===== config.mk =====
export PLATFORM = sky130hd
export DESIGN_NAME = acr_accel_ctrl
export DESIGN_NICKNAME = d
export VERILOG_FILES = /design/src/include/acr_pkg.sv /design/src/logic/acr_accel_ctrl.sv /design/src/logic/acr_sample_timer.sv /design/src/logic/acr_trim_loader.sv
export VERILOG_INCLUDE_DIRS = /design/src /design/src/include
export SDC_FILE = /design/constraint.sdc
export NUM_CORES = 1
export LEC_CHECK = 0
export BUFFER_PORTS_ARGS = -buffer_cell sky130_fd_sc_hd__buf_2
export CAP_MARGIN = 20
export CORE_ASPECT_RATIO = 1.25
export CORE_MARGIN = 3
export CORE_UTILIZATION = 62
export CTS_CLUSTER_DIAMETER = 120
export DETAILED_ROUTE_END_ITERATION = 10
export HOLD_SLACK_MARGIN = 0.12
export PLACE_DENSITY = 0.86
export SLEW_MARGIN = 20
export SYNTH_ARGS = -nofsm -noshare
export SYNTH_HDL_FRONTEND = slang
export SYNTH_HIERARCHICAL = 1
export SYNTH_SLANG_ARGS = --single-unit
export TNS_END_PERCENT = 50

===== constraint.sdc =====
create_clock -name ref_clk -period 7.15 [get_ports ref_clk]
set_input_delay 0.715 -clock ref_clk [delete_from_list [all_inputs] [get_ports ref_clk]]
set_output_delay 0.715 -clock ref_clk [all_outputs]
set_load 0.05 [all_outputs]

===== src/include/acr_defs.svh =====
// Register map, field positions, reset values and timing counts for the
// accelerometer control register bank.
// Assumes a 250 MHz ref_clk; included by its bare name.
`ifndef ACR_DEFS_SVH
`define ACR_DEFS_SVH

// ----------------------------------------------------------------------
// Serial target address and register addresses (7-bit)
// ----------------------------------------------------------------------
`define ACR_TGT_HI      6'h0C
`define ACR_REG_CTRL1   7'h20
`define ACR_REG_CTRL2   7'h21
`define ACR_REG_ZERO    7'h25
`define ACR_REG_REF     7'h26

// ----------------------------------------------------------------------
// Reset values and field positions
// ----------------------------------------------------------------------
`define ACR_CTRL1_RST   8'h07
`define ACR_CTRL2_RST   8'h00
`define ACR_REF_RST     8'h00
`define ACR_C1_PM       7:5
`define ACR_C1_DR       4:3
`define ACR_C1_AX       2:0
`define ACR_C2_BOOT     7
`define ACR_C2_HPM      6:5
`define ACR_C2_FDS      4
`define ACR_C2_HIGHPASS_IRQ_B_ON    3
`define ACR_C2_HIGHPASS_IRQ_A_ON    2
`define ACR_C2_HPCF     1:0

// ----------------------------------------------------------------------
// Rates, cut-offs and sample periods in ref_clk cycles
// ----------------------------------------------------------------------
`define ACR_CLK_HZ      250000000
`define ACR_ODR0_HZ     50
`define ACR_ODR1_HZ     100
`define ACR_ODR2_HZ     400
`define ACR_ODR3_HZ     1000
`define ACR_LP0_MHZ     500
`define ACR_LP1_HZ      1
`define ACR_LP2_HZ      2
`define ACR_LP3_HZ      5
`define ACR_LP4_HZ      10
`define ACR_LPF0_HZ     10'd37
`define ACR_LPF1_HZ     10'd74
`define ACR_LPF2_HZ     10'd292
`define ACR_LPF3_HZ     10'd780
`define ACR_HPC_BASE    7'd8
`define ACR_HP_MHZ_PER_HZ 20
`define ACR_CYC_ODR0 (`ACR_CLK_HZ / `ACR_ODR0_HZ)
`define ACR_CYC_ODR1 (`ACR_CLK_HZ / `ACR_ODR1_HZ)
`define ACR_CYC_ODR2 (`ACR_CLK_HZ / `ACR_ODR2_HZ)
`define ACR_CYC_ODR3 (`ACR_CLK_HZ / `ACR_ODR3_HZ)
`define ACR_CYC_LP0  ((`ACR_CLK_HZ / `ACR_LP0_MHZ) * 1000)
`define ACR_CYC_LP1  (`ACR_CLK_HZ / `ACR_LP1_HZ)
`define ACR_CYC_LP2  (`ACR_CLK_HZ / `ACR_LP2_HZ)
`define ACR_CYC_LP3  (`ACR_CLK_HZ / `ACR_LP3_HZ)
`define ACR_CYC_LP4  (`ACR_CLK_HZ / `ACR_LP4_HZ)

`endif


===== src/include/acr_pkg.sv =====
// Types shared by the accelerometer control register bank.
// Assumes nothing of its surroundings.
package acr_pkg;

    // Decoded power state, one-hot.
    typedef enum logic [2:0] {
        ACR_PWR_DOWN   = 3'b001,
        ACR_PWR_NORMAL = 3'b010,
        ACR_PWR_LOW    = 3'b100
    } acr_pwr_t;

    // Trim loader states, one-hot.
    typedef enum logic [3:0] {
        ACR_LD_IDLE = 4'b0001,
        ACR_LD_READ = 4'b0010,
        ACR_LD_CAPT = 4'b0100,
        ACR_LD_WRIT = 4'b1000
    } acr_ld_t;

    // One register access decoded from the serial interface.
    typedef struct packed {
        logic       valid;
        logic       write;
        logic [6:0] target;
        logic [6:0] addr;
        logic [7:0] wdata;
    } acr_access_t;

    // Configuration the block drives into the sensing core.
    typedef struct packed {
        acr_pwr_t    pwr;
        logic [2:0]  axis_en;
        logic [19:0] odr_mhz;
        logic [9:0]  lp_cut_hz;
        logic [6:0]  hp_coeff;
        logic [14:0] hp_cut_mhz;
        logic        filt_out_sel;
        logic        hp_irq_a_on;
        logic        hp_irq_b_on;
        logic        hp_ref_mode;
        logic [7:0]  hp_ref_val;
    } acr_cfg_t;

endpackage


===== src/logic/acr_accel_ctrl.sv =====
// Accelerometer control register bank: power/rate/axis and reload/filter
// control, reference value and filter-zero location.
// Assumes the serial interface hands over one decoded access per cycle.
//
// Operation
// (RQ1) Registers selected by seven-bit register address.
// (RQ2) Answer target address 001100x, x from pin.
// (RQ3) Power mode resets to power-down.
// (RQ4) Code 001 normal; 010-110 low-power rates.
// (RQ5) Rate field picks 50/100/400/1000 Hz.
// (RQ6) Rate field also sets low-pass cut-off.
// (RQ7) Axis enables reset to one each.
// (RQ8) Reload bit copies flash trim into registers.
// (RQ9) Reload bit self-clears when copy finishes.
// (RQ10) Trim copied automatically at power-up.
// (RQ11) High-pass mode 00/10 normal, 01 reference.
// (RQ12) Filtered-data select routes filter to output.
// (RQ13) Second interrupt generator filter enable bit.
// (RQ14) First interrupt generator filter enable bit.
// (RQ15) Coefficient field selects 8, 16, 32, 64.
// (RQ16) High-pass cut-off scales with rate, halves.
// (RQ17) Reading zero location clears filter state.
// (RQ18) Reference mode filters against reference register.
// (RQ19) Power 111 is power-down; mode 11 normal.
// (RQ20) Mode and rate changes apply at boundaries.
`timescale 1ns/10ps
`default_nettype none
`include "acr_defs.svh"
module acr_accel_ctrl
#(
    parameter int TRIM_AW = 3,
    parameter int TRIM_W  = 8,
    parameter logic [8:0][31:0] PERIODS = {
        32'(`ACR_CYC_LP4), 32'(`ACR_CYC_LP3), 32'(`ACR_CYC_LP2),
        32'(`ACR_CYC_LP1), 32'(`ACR_CYC_LP0), 32'(`ACR_CYC_ODR3),
        32'(`ACR_CYC_ODR2), 32'(`ACR_CYC_ODR1), 32'(`ACR_CYC_ODR0)}
)
(
    input  wire logic               ref_clk,
    input  wire logic               rst,
    input  wire acr_pkg::acr_access_t acc,
    input  wire logic               addr_sel,
    output logic [7:0]              rdata_q,
    output logic                    rvalid_q,
    output logic                    flash_rd,
    output logic [TRIM_AW-1:0]      flash_addr,
    input  wire logic [TRIM_W-1:0]  flash_rdata,
    output logic                    trim_we,
    output logic [TRIM_AW-1:0]      trim_addr,
    output logic [TRIM_W-1:0]       trim_data_q,
    output logic                    boot_busy,
    output logic                    filt_zero_q,
    output logic                    sample_tick_q,
    output acr_pkg::acr_cfg_t       cfg_q
);

    // ------------------------------------------------------------------
    // Access decode
    // ------------------------------------------------------------------
    logic hit;
    logic wr1;
    logic wr2;
    logic wrr;

    // Only accesses to this part's target address are taken.
    assign hit = acc.valid && (acc.target[6:1] == `ACR_TGT_HI)
                 && (acc.target[0] == addr_sel);              // [RQ2]
    assign wr1 = hit && acc.write
                 && (acc.addr == `ACR_REG_CTRL1);             // [RQ1]
    assign wr2 = hit && acc.write && (acc.addr == `ACR_REG_CTRL2);
    assign wrr = hit && acc.write && (acc.addr == `ACR_REG_REF);

    // ------------------------------------------------------------------
    // Software-visible registers
    // ------------------------------------------------------------------
    logic [7:0] ctrl1_q;
    logic [7:0] ctrl1_d;
    logic [7:0] ctrl2_q;
    logic [7:0] ctrl2_d;
    logic [7:0] ref_q;
    logic [7:0] ref_d;
    logic [7:0] rdata_d;
    logic       rvalid_d;
    logic       fzero_d;
    logic       boot_start;
    logic       boot_done;

    // A reload starts when software writes the reload bit as one.
    assign boot_start = wr2 && acc.wdata[`ACR_C2_BOOT];       // [RQ8]

    // Next values of the registers and of the read answer.
    always_comb
    begin
        ctrl1_d  = ctrl1_q;
        ctrl2_d  = ctrl2_q;
        ref_d    = ref_q;
        rdata_d  = rdata_q;
        rvalid_d = 1'b0;
        fzero_d  = 1'b0;
        if (wr1)
        begin
            ctrl1_d = acc.wdata;
        end
        if (wr2)
        begin
            ctrl2_d = acc.wdata;
        end
        // The finished copy drops the reload bit, unless a new reload
        // is written in the same cycle, which then wins.
        if (boot_done && !boot_start)
        begin
            ctrl2_d[`ACR_C2_BOOT] = 1'b0;                     // [RQ9]
        end
        if (wrr)
        begin
            ref_d = acc.wdata;                                // [RQ18]
        end
        if (hit && !acc.write)
        begin
            rvalid_d = 1'b1;
            case (acc.addr)                                   // [RQ1]
                `ACR_REG_CTRL1: rdata_d = ctrl1_q;
                `ACR_REG_CTRL2: rdata_d = ctrl2_q;
                `ACR_REG_REF:   rdata_d = ref_q;
                default:        rdata_d = 8'h00;
            endcase
            fzero_d = (acc.addr == `ACR_REG_ZERO);            // [RQ17]
        end
    end

    // Registers hold documented reset values.
    always_ff @(posedge ref_clk or posedge rst)
    begin
        if (rst)
        begin
            ctrl1_q     <= `ACR_CTRL1_RST;                    // [RQ3] [RQ7]
            ctrl2_q     <= `ACR_CTRL2_RST;        // [RQ11] [RQ12] [RQ13]
            ref_q       <= `ACR_REF_RST;                      // [RQ18]
            rdata_q     <= 8'h00;
            rvalid_q    <= 1'b0;
            filt_zero_q <= 1'b0;
        end
        else
        begin
            ctrl1_q     <= ctrl1_d;
            ctrl2_q     <= ctrl2_d;
            ref_q       <= ref_d;
            rdata_q     <= rdata_d;
            rvalid_q    <= rvalid_d;
            filt_zero_q <= fzero_d;
        end
    end

    // ------------------------------------------------------------------
    // Trim reload
    // ------------------------------------------------------------------
    // Loader runs at power-up by itself and on a reload request made while it is idle.
    acr_trim_loader #(
        .TRIM_AW (TRIM_AW),
        .TRIM_W  (TRIM_W)
    ) u_loader (
        .ref_clk     (ref_clk),
        .rst         (rst),
        .start       (boot_start),                       // [RQ8] [RQ10]
        .flash_rd    (flash_rd),
        .flash_addr  (flash_addr),
        .flash_rdata (flash_rdata),
        .trim_we     (trim_we),
        .trim_addr   (trim_addr),
        .trim_data_q (trim_data_q),
        .busy        (boot_busy),
        .done_q      (boot_done)
    );

    // ------------------------------------------------------------------
    // Active sampling configuration
    // ------------------------------------------------------------------
    logic [2:0]  act_pm_q;
    logic [2:0]  act_pm_d;
    logic [1:0]  act_dr_q;
    logic [1:0]  act_dr_d;
    logic [2:0]  act_ax_q;
    logic [2:0]  act_ax_d;
    logic        running;
    logic [31:0] period;
    acr_pkg::acr_pwr_t act_pwr;

    // Decodes the power field; the unused code counts as power-down.
    always_comb
    begin
        case (act_pm_q)
            3'h0:    act_pwr = acr_pkg::ACR_PWR_DOWN;         // [RQ3]
            3'h1:    act_pwr = acr_pkg::ACR_PWR_NORMAL;       // [RQ4]
            3'h7:    act_pwr = acr_pkg::ACR_PWR_DOWN;         // [RQ19]
            default: act_pwr = acr_pkg::ACR_PWR_LOW;          // [RQ4]
        endcase
    end

    assign running = (act_pwr != acr_pkg::ACR_PWR_DOWN);

    // Picks the sample period of the active mode and rate.
    always_comb
    begin
        case (act_pwr)
            acr_pkg::ACR_PWR_NORMAL: period = PERIODS[act_dr_q]; // [RQ5]
            acr_pkg::ACR_PWR_LOW:
                period = PERIODS[4'(act_pm_q) + 4'h2];        // [RQ4]
            default: period = 32'h0000_0002;
        endcase
    end

    // New settings are taken only at a boundary, or at once when
    // nothing is being sampled.
    always_comb
    begin
        act_pm_d = act_pm_q;
        act_dr_d = act_dr_q;
        act_ax_d = act_ax_q;
        if (sample_tick_q || !running)
        begin
            act_pm_d = ctrl1_q[`ACR_C1_PM];                   // [RQ20]
            act_dr_d = ctrl1_q[`ACR_C1_DR];
            act_ax_d = ctrl1_q[`ACR_C1_AX];
        end
    end

    // Registers the active configuration.
    always_ff @(posedge ref_clk or posedge rst)
    begin
        if (rst)
        begin
            act_pm_q <= 3'(`ACR_CTRL1_RST >> 5);
            act_dr_q <= 2'h0;
            act_ax_q <= 3'h7;
        end
        else
        begin
            act_pm_q <= act_pm_d;
            act_dr_q <= act_dr_d;
            act_ax_q <= act_ax_d;
        end
    end

    // Sample boundary generator.
    acr_sample_timer u_timer (
        .ref_clk (ref_clk),
        .rst     (rst),
        .run     (running),
        .period  (period),
        .tick_q  (sample_tick_q)
    );

    // ------------------------------------------------------------------
    // Configuration outputs
    // ------------------------------------------------------------------
    acr_pkg::acr_cfg_t cfg_d;
    logic [19:0]       odr_hz;
    logic [1:0]        hpm;
    logic              hp_on;

    // Normal-mode output rate of the active rate field.
    always_comb
    begin
        case (act_dr_q)
            2'h0:    odr_hz = 20'(`ACR_ODR0_HZ);              // [RQ5]
            2'h1:    odr_hz = 20'(`ACR_ODR1_HZ);
            2'h2:    odr_hz = 20'(`ACR_ODR2_HZ);
            default: odr_hz = 20'(`ACR_ODR3_HZ);
        endcase
    end

    assign hpm   = ctrl2_q[`ACR_C2_HPM];
    assign hp_on = ctrl2_q[`ACR_C2_FDS] | ctrl2_q[`ACR_C2_HIGHPASS_IRQ_A_ON]
                   | ctrl2_q[`ACR_C2_HIGHPASS_IRQ_B_ON];

    // Derives rates, cut-offs and filter steering for the core.
    always_comb
    begin
        cfg_d         = cfg_q;
        cfg_d.pwr     = act_pwr;
        cfg_d.axis_en = act_ax_q;                             // [RQ7]
        case (act_pwr)
            acr_pkg::ACR_PWR_NORMAL:
                cfg_d.odr_mhz = 20'(odr_hz * 20'd1000);
            acr_pkg::ACR_PWR_LOW:
                cfg_d.odr_mhz = 20'(`ACR_LP0_MHZ)
                    << (act_pm_q - 3'h2);
            default: cfg_d.odr_mhz = 20'h0_0000;
        endcase
        // The 5 Hz and 10 Hz rates are not powers of two of 0.5 Hz.
        if (act_pwr == acr_pkg::ACR_PWR_LOW && act_pm_q == 3'h5)
        begin
            cfg_d.odr_mhz = 20'(`ACR_LP3_HZ * 1000);
        end
        if (act_pwr == acr_pkg::ACR_PWR_LOW && act_pm_q == 3'h6)
        begin
            cfg_d.odr_mhz = 20'(`ACR_LP4_HZ * 1000);
        end
        case (act_dr_q)                                       // [RQ6]
            2'h0:    cfg_d.lp_cut_hz = `ACR_LPF0_HZ;
            2'h1:    cfg_d.lp_cut_hz = `ACR_LPF1_HZ;
            2'h2:    cfg_d.lp_cut_hz = `ACR_LPF2_HZ;
            default: cfg_d.lp_cut_hz = `ACR_LPF3_HZ;
        endcase
        cfg_d.hp_coeff = `ACR_HPC_BASE
            << ctrl2_q[`ACR_C2_HPCF];                         // [RQ15]
        cfg_d.hp_cut_mhz = 15'((odr_hz * 20'(`ACR_HP_MHZ_PER_HZ))
            >> ctrl2_q[`ACR_C2_HPCF]);                        // [RQ16]
        cfg_d.filt_out_sel = ctrl2_q[`ACR_C2_FDS];            // [RQ12]
        cfg_d.hp_irq_a_on  = ctrl2_q[`ACR_C2_HIGHPASS_IRQ_A_ON];          // [RQ14]
        cfg_d.hp_irq_b_on  = ctrl2_q[`ACR_C2_HIGHPASS_IRQ_B_ON];          // [RQ13]
        cfg_d.hp_ref_mode  = (hpm == 2'h1);                   // [RQ11] [RQ19]
        cfg_d.hp_ref_val   = (hp_on && hpm == 2'h1) ? ref_q
                             : 8'h00;                         // [RQ18]
    end

    // Registers the configuration outputs.
    always_ff @(posedge ref_clk or posedge rst)
    begin
        if (rst)
        begin
            cfg_q <= '{pwr: acr_pkg::ACR_PWR_DOWN, axis_en: 3'h7,
                       odr_mhz: 20'h0_0000, lp_cut_hz: `ACR_LPF0_HZ,
                       hp_coeff: `ACR_HPC_BASE, hp_cut_mhz: 15'h0000,
                       filt_out_sel: 1'b0, hp_irq_a_on: 1'b0,
                       hp_irq_b_on: 1'b0, hp_ref_mode: 1'b0,
                       hp_ref_val: 8'h00};
        end
        else
        begin
            cfg_q <= cfg_d;
        end
    end

endmodule
`default_nettype wire


===== src/logic/acr_sample_timer.sv =====
// Sample boundary timer: pulses once every period cycles while running.
// Assumes period is at least 2 and stays stable between boundaries.
`timescale 1ns/10ps
`default_nettype none
module acr_sample_timer
(
    input  wire logic        ref_clk,
    input  wire logic        rst,
    input  wire logic        run,
    input  wire logic [31:0] period,
    output logic             tick_q
);

    logic [31:0] cnt_q;
    logic [31:0] cnt_d;
    logic        tick_d;

    // Counts up to period-1, then wraps with a one-cycle tick.
    always_comb
    begin
        cnt_d  = cnt_q + 32'h0000_0001;
        tick_d = 1'b0;
        if (!run)
        begin
            cnt_d = 32'h0000_0000;
        end
        else if (cnt_q >= period - 32'h0000_0001)
        begin
            cnt_d  = 32'h0000_0000;
            tick_d = 1'b1;
        end
    end

    // Registers the counter and the tick.
    always_ff @(posedge ref_clk or posedge rst)
    begin
        if (rst)
        begin
            cnt_q  <= 32'h0000_0000;
            tick_q <= 1'b0;
        end
        else
        begin
            cnt_q  <= cnt_d;
            tick_q <= tick_d;
        end
    end

endmodule
`default_nettype wire


===== src/logic/acr_trim_loader.sv =====
// Copies factory trim words from flash into the trimming registers.
// Assumes flash returns read data one cycle after flash_rd.
`timescale 1ns/10ps
`default_nettype none
module acr_trim_loader
#(
    parameter int TRIM_AW = 3,
    parameter int TRIM_W  = 8
)
(
    input  wire logic               ref_clk,
    input  wire logic               rst,
    input  wire logic               start,
    output logic                    flash_rd,
    output logic [TRIM_AW-1:0]      flash_addr,
    input  wire logic [TRIM_W-1:0]  flash_rdata,
    output logic                    trim_we,
    output logic [TRIM_AW-1:0]      trim_addr,
    output logic [TRIM_W-1:0]       trim_data_q,
    output logic                    busy,
    output logic                    done_q
);

    localparam logic [TRIM_AW-1:0] LAST = '1;

    acr_pkg::acr_ld_t    st_q;
    acr_pkg::acr_ld_t    st_d;
    logic [TRIM_AW-1:0]  idx_q;
    logic [TRIM_AW-1:0]  idx_d;
    logic [TRIM_W-1:0]   dat_d;
    logic                pwrup_q;
    logic                done_d;

    // Walks every trim word: read, capture, write; a power-up load
    // starts on its own once reset is released.
    always_comb
    begin
        st_d   = st_q;
        idx_d  = idx_q;
        dat_d  = trim_data_q;
        done_d = 1'b0;
        case (st_q)
            acr_pkg::ACR_LD_IDLE:
            begin
                if (start || pwrup_q)
                begin
                    st_d  = acr_pkg::ACR_LD_READ;
                    idx_d = '0;
                end
            end
            acr_pkg::ACR_LD_READ: st_d = acr_pkg::ACR_LD_CAPT;
            acr_pkg::ACR_LD_CAPT:
            begin
                dat_d = flash_rdata;
                st_d  = acr_pkg::ACR_LD_WRIT;
            end
            acr_pkg::ACR_LD_WRIT:
            begin
                if (idx_q == LAST)
                begin
                    st_d   = acr_pkg::ACR_LD_IDLE;
                    done_d = 1'b1;
                end
                else
                begin
                    st_d  = acr_pkg::ACR_LD_READ;
                    idx_d = idx_q + 1'b1;
                end
            end
            default: st_d = acr_pkg::ACR_LD_IDLE;
        endcase
    end

    // Registers the loader state.
    always_ff @(posedge ref_clk or posedge rst)
    begin
        if (rst)
        begin
            st_q        <= acr_pkg::ACR_LD_IDLE;
            idx_q       <= '0;
            trim_data_q <= '0;
            pwrup_q     <= 1'b1;
            done_q      <= 1'b0;
        end
        else
        begin
            st_q        <= st_d;
            idx_q       <= idx_d;
            trim_data_q <= dat_d;
            pwrup_q     <= 1'b0;
            done_q      <= done_d;
        end
    end

    // Flash and trim strobes follow the state directly.
    assign flash_rd   = (st_q == acr_pkg::ACR_LD_READ);
    assign flash_addr = idx_q;
    assign trim_we    = (st_q == acr_pkg::ACR_LD_WRIT);
    assign trim_addr  = idx_q;
    assign busy       = (st_q != acr_pkg::ACR_LD_IDLE);

endmodule
`default_nettype wire


==> flow_summary.json <==
{
  "status": "completed",
  "die_y_um": 138.4,
  "met1Wirelength_um": 8274,
  "wl_um": 21830,
  "fin_crit_sh_pct": 80.68,
  "detail_route.wl_per_cell_um": 18.96,
  "synth_seq_area_share_pct": 44.59,
  "cts_resized": 0,
  "tightest_slew_ns": 1.094,
  "finalSetupTns_ns": 0,
  "wl_met2_um": 11430,
  "final_nets": 1056,
  "drc": 0,
  "grtUsageTotal_pct": 28.75,
  "finClkSkew_ns": 0.01029,
  "yosysTopAreaCell": "dfrtp_1",
  "grt_pass1_vias": 7011,
  "setup_violations": 0,
  "row_count": 47,
  "dp.final_hpwl_um": 15910,
  "initial_core_util_pct": 64.52,
  "antenna_left": 0,
  "maxSlewHeadroom_pct": 26.29,
  "n_antenna_cell": 0,
  "area_growth_pct": 15.34,
  "dp.cells": 1119,
  "cp-start-kind": "register",
  "cts_buffer_depth": 2,
  "netlist_instances": 846,
  "crit_start": "act_pm_q[1]",
  "dieArea_um2": 15480,
  "reg2reg_to": "u_timer/cnt_q[5]",
  "drive_above_1_share_pct": 25.61,
  "hold_viol": 0,
  "synth.most_common_cell": "dfrtp_1",
  "crit_slowest_cell": "dfrtp_1",
  "path_max_fanout": 32,
  "cts_inserted_buffers": 17,
  "power.density_nw_per_um2": 216.1,
  "top_layer_used": "met4",
  "critPathCaptureType": "register",
  "fillers": 954,
  "utilization_pct": 74.41,
  "vdd_drop_max_uv": 266.8,
  "cts_tree": "yes",
  "max_stage_delay_ns": 0.56,
  "grt_pass1_wl_um": 35830,
  "multiInputGateArea_um2": 4527,
  "async_flop_share_pct": 100.0,
  "met3WireLength_um": 1157,
  "vias": 7023,
  "core_um2": 13470,
  "path_cells": "inv_1 -> ha_1 -> nor3_1 -> nor2_1 -> buf_4 -> inv_1 -> nand2_1 -> o21ai_0 -> nor3_1 -> nand3_1 -> or4_1 -> xor2_1 -> ha_1 -> nand2_1 -> nor4_1 -> o311ai_0 -> a31oi_2 -> buf_4 -> nor4_1",
  "reg2reg_depth": 19,
  "die_w_um": 111.9,
  "maxCapViolCount": 0,
  "synthTopCellsByArea": "dfrtp_1 40%, ha_1 7.8%, mux2_2 5.2%",
  "cp.depth": 19,
  "fmax_mhz": 173.3,
  "cp_top_family": "simple AND/OR/NAND/NOR gates",
  "cts_hold_buf": 0,
  "fin_crit_ns": 5.769,
  "postCtsSetupBuffers": 0,
  "synth_warnings": 6,
  "fin_cells": 1151,
  "grt_start_max_net_pins": 70,
  "synth_top_flop_cell": "dfrtp_1",
  "first_pass_iters": 5,
  "reg2reg_slack_ns": 1.38,
  "crit_buf_inv": 4,
  "via_per_inst": 6.102,
  "synth_seq_cells": 154,
  "initialDrtViolationCount": 617,
  "yosysTopAreaCellShare_pct": 39.75,
  "cts_num_sinks": 154,
  "rsz0062_at_grt": "false",
  "io_buffers": 125,
  "hp-class": "in2async",
  "synthesis.area_um2": 8688,
  "seq_area_um2": 3874,
  "place.gp.congestion": 0.9762,
  "synth_cell_type_count": 72,
  "worst_r2r_startpoint": "act_pm_q[1]",
  "ctsRootBufferMaster": "clkbuf_16",
  "pin_count": 133,
  "crit_type": "reg2reg",
  "antenna_found_initial": 0,
  "avgSynthCellArea_um2": 10.27,
  "crit_arrival_ns": 6.04,
  "synth_edf_count": 0,
  "clkTransAtPathRegs_ns": 0.06,
  "worstSkewPairLatency_ns": 0.43,
  "grt_overflow_total": 0,
  "power_leakage_nw": 4.705,
  "worst_ep_required_time_ns": 7.42,
  "drv_slew": 0,
  "synth_common_cells": "138 x dfrtp_1, 67 x nor2_1, 54 x ha_1",
  "htreeDepth": 4
}
layout make-up:
type	instances	share of cell area, %
clock inverter	13	1.661
clock buffer	19	4.420
inverter	35	1.336
tap	171	2.135
multi-input combinational	629	45.17
timing repair buffer	130	6.618
sequential	154	38.66
cells by family after synthesis:
logic type / count (synthesis) / synth area share, %
buf+inv: 82 / 4.205
xor+xnor: 66 / 6.653
simple gates: 306 / 20.35
fa+ha+maj: 54 / 7.777
compound gates: 135 / 10.35
flops: 154 / 44.59
mux: 47 / 5.991
other cells: 2 / 0.08644
report_power, final:
| part | leakage, nW | switching (W) | internal, W | total (W) |
|---|---|---|---|---|
| clock network | 0.284 | 0.000368 | 0.000561 | 0.000929 |
| registers | 2.05 | 0.0000342 | 0.000908 | 0.000942 |
| logic | 2.37 | 0.000221 | 0.0000734 | 0.000294 |
routing by layer:
layer | global-route usage [%] | up-vias
met3 | 5.813 | 65
li1 | - | 3258
met5 | 0 | -
met2 | 50.32 | 267
met1 | 33.02 | 3433
met4 | 14.99 | 0
sequential cells by signal, indices dropped and copies added, names as in the netlist, 2 cells and up:
name                  count
u_loader/flash_addr       3
u_loader/st_q             4
ctrl2_q                   8
ctrl1_q                   8
act_dr_q                  2
act_ax_q                  3
rdata_q                   8
ref_q                     8
act_pm_q                  3
u_timer/cnt_q            32
u_loader/trim_data_q      8
cfg_q                    62
through the flow:
step	setup WS [ns]	hold slack (ns)	total power [W]	cell area [um2]
after floorplan	2.264	0.3518	0.001192	8760
after CTS	1.443	0.3092	0.002182	10020
final	1.381	0.3109	0.002165	10020
after detailed placement	1.505	0.3561	0.001253	9412
after global routing	0.8821	0.3353	0.002241	10020
after global placement	1.804	0.3545	0.001247	9412
how the worst max path moves through the flow:
stage / endpoint / slack (ns)
after global placement: u_timer/cnt_q[28] / 1.80
final: u_timer/cnt_q[5] / 1.38
after CTS: u_timer/cnt_q[21] / 1.44
after global routing: u_timer/cnt_q[21] / 0.88
after floorplan: u_timer/cnt_q[21] / 2.26
after detailed placement: u_timer/cnt_q[21] / 1.51
worst reg2reg max path, stage by stage (launching register included):
cell,delay [ns]
dfrtp_1,0.56
inv_1,0.23
ha_1,0.46
nor3_1,0.11
nor2_1,0.10
buf_4,0.18
inv_1,0.15
nand2_1,0.08
o21ai_0,0.37
nor3_1,0.46
nand3_1,0.23
or4_1,0.46
xor2_1,0.18
ha_1,0.33
nand2_1,0.08
nor4_1,0.42
o311ai_0,0.43
a31oi_2,0.26
buf_4,0.38
nor4_1,0.13
cells in the final DEF, fill, tap and decap left out, types with 7 or more instances in the layout:
cell,n
nand4_1,13
nor2_1,67
buf_2,125
dfrtp_1,138
xor2_1,24
a22o_1,20
inv_1,32
nand2_1,51
a211oi_1,9
xnor2_1,42
nand3_1,23
conb_1,21
mux2_2,40
nor3_1,29
nor3_2,14
nor2b_1,9
clkbuf_16,17
dfstp_2,16
mux2i_1,7
and3_1,12
nor4_1,27
or3_1,7
and2_1,15
o21ai_0,32
a21oi_1,31
ha_1,54
(Power assumes the default switching activity.)
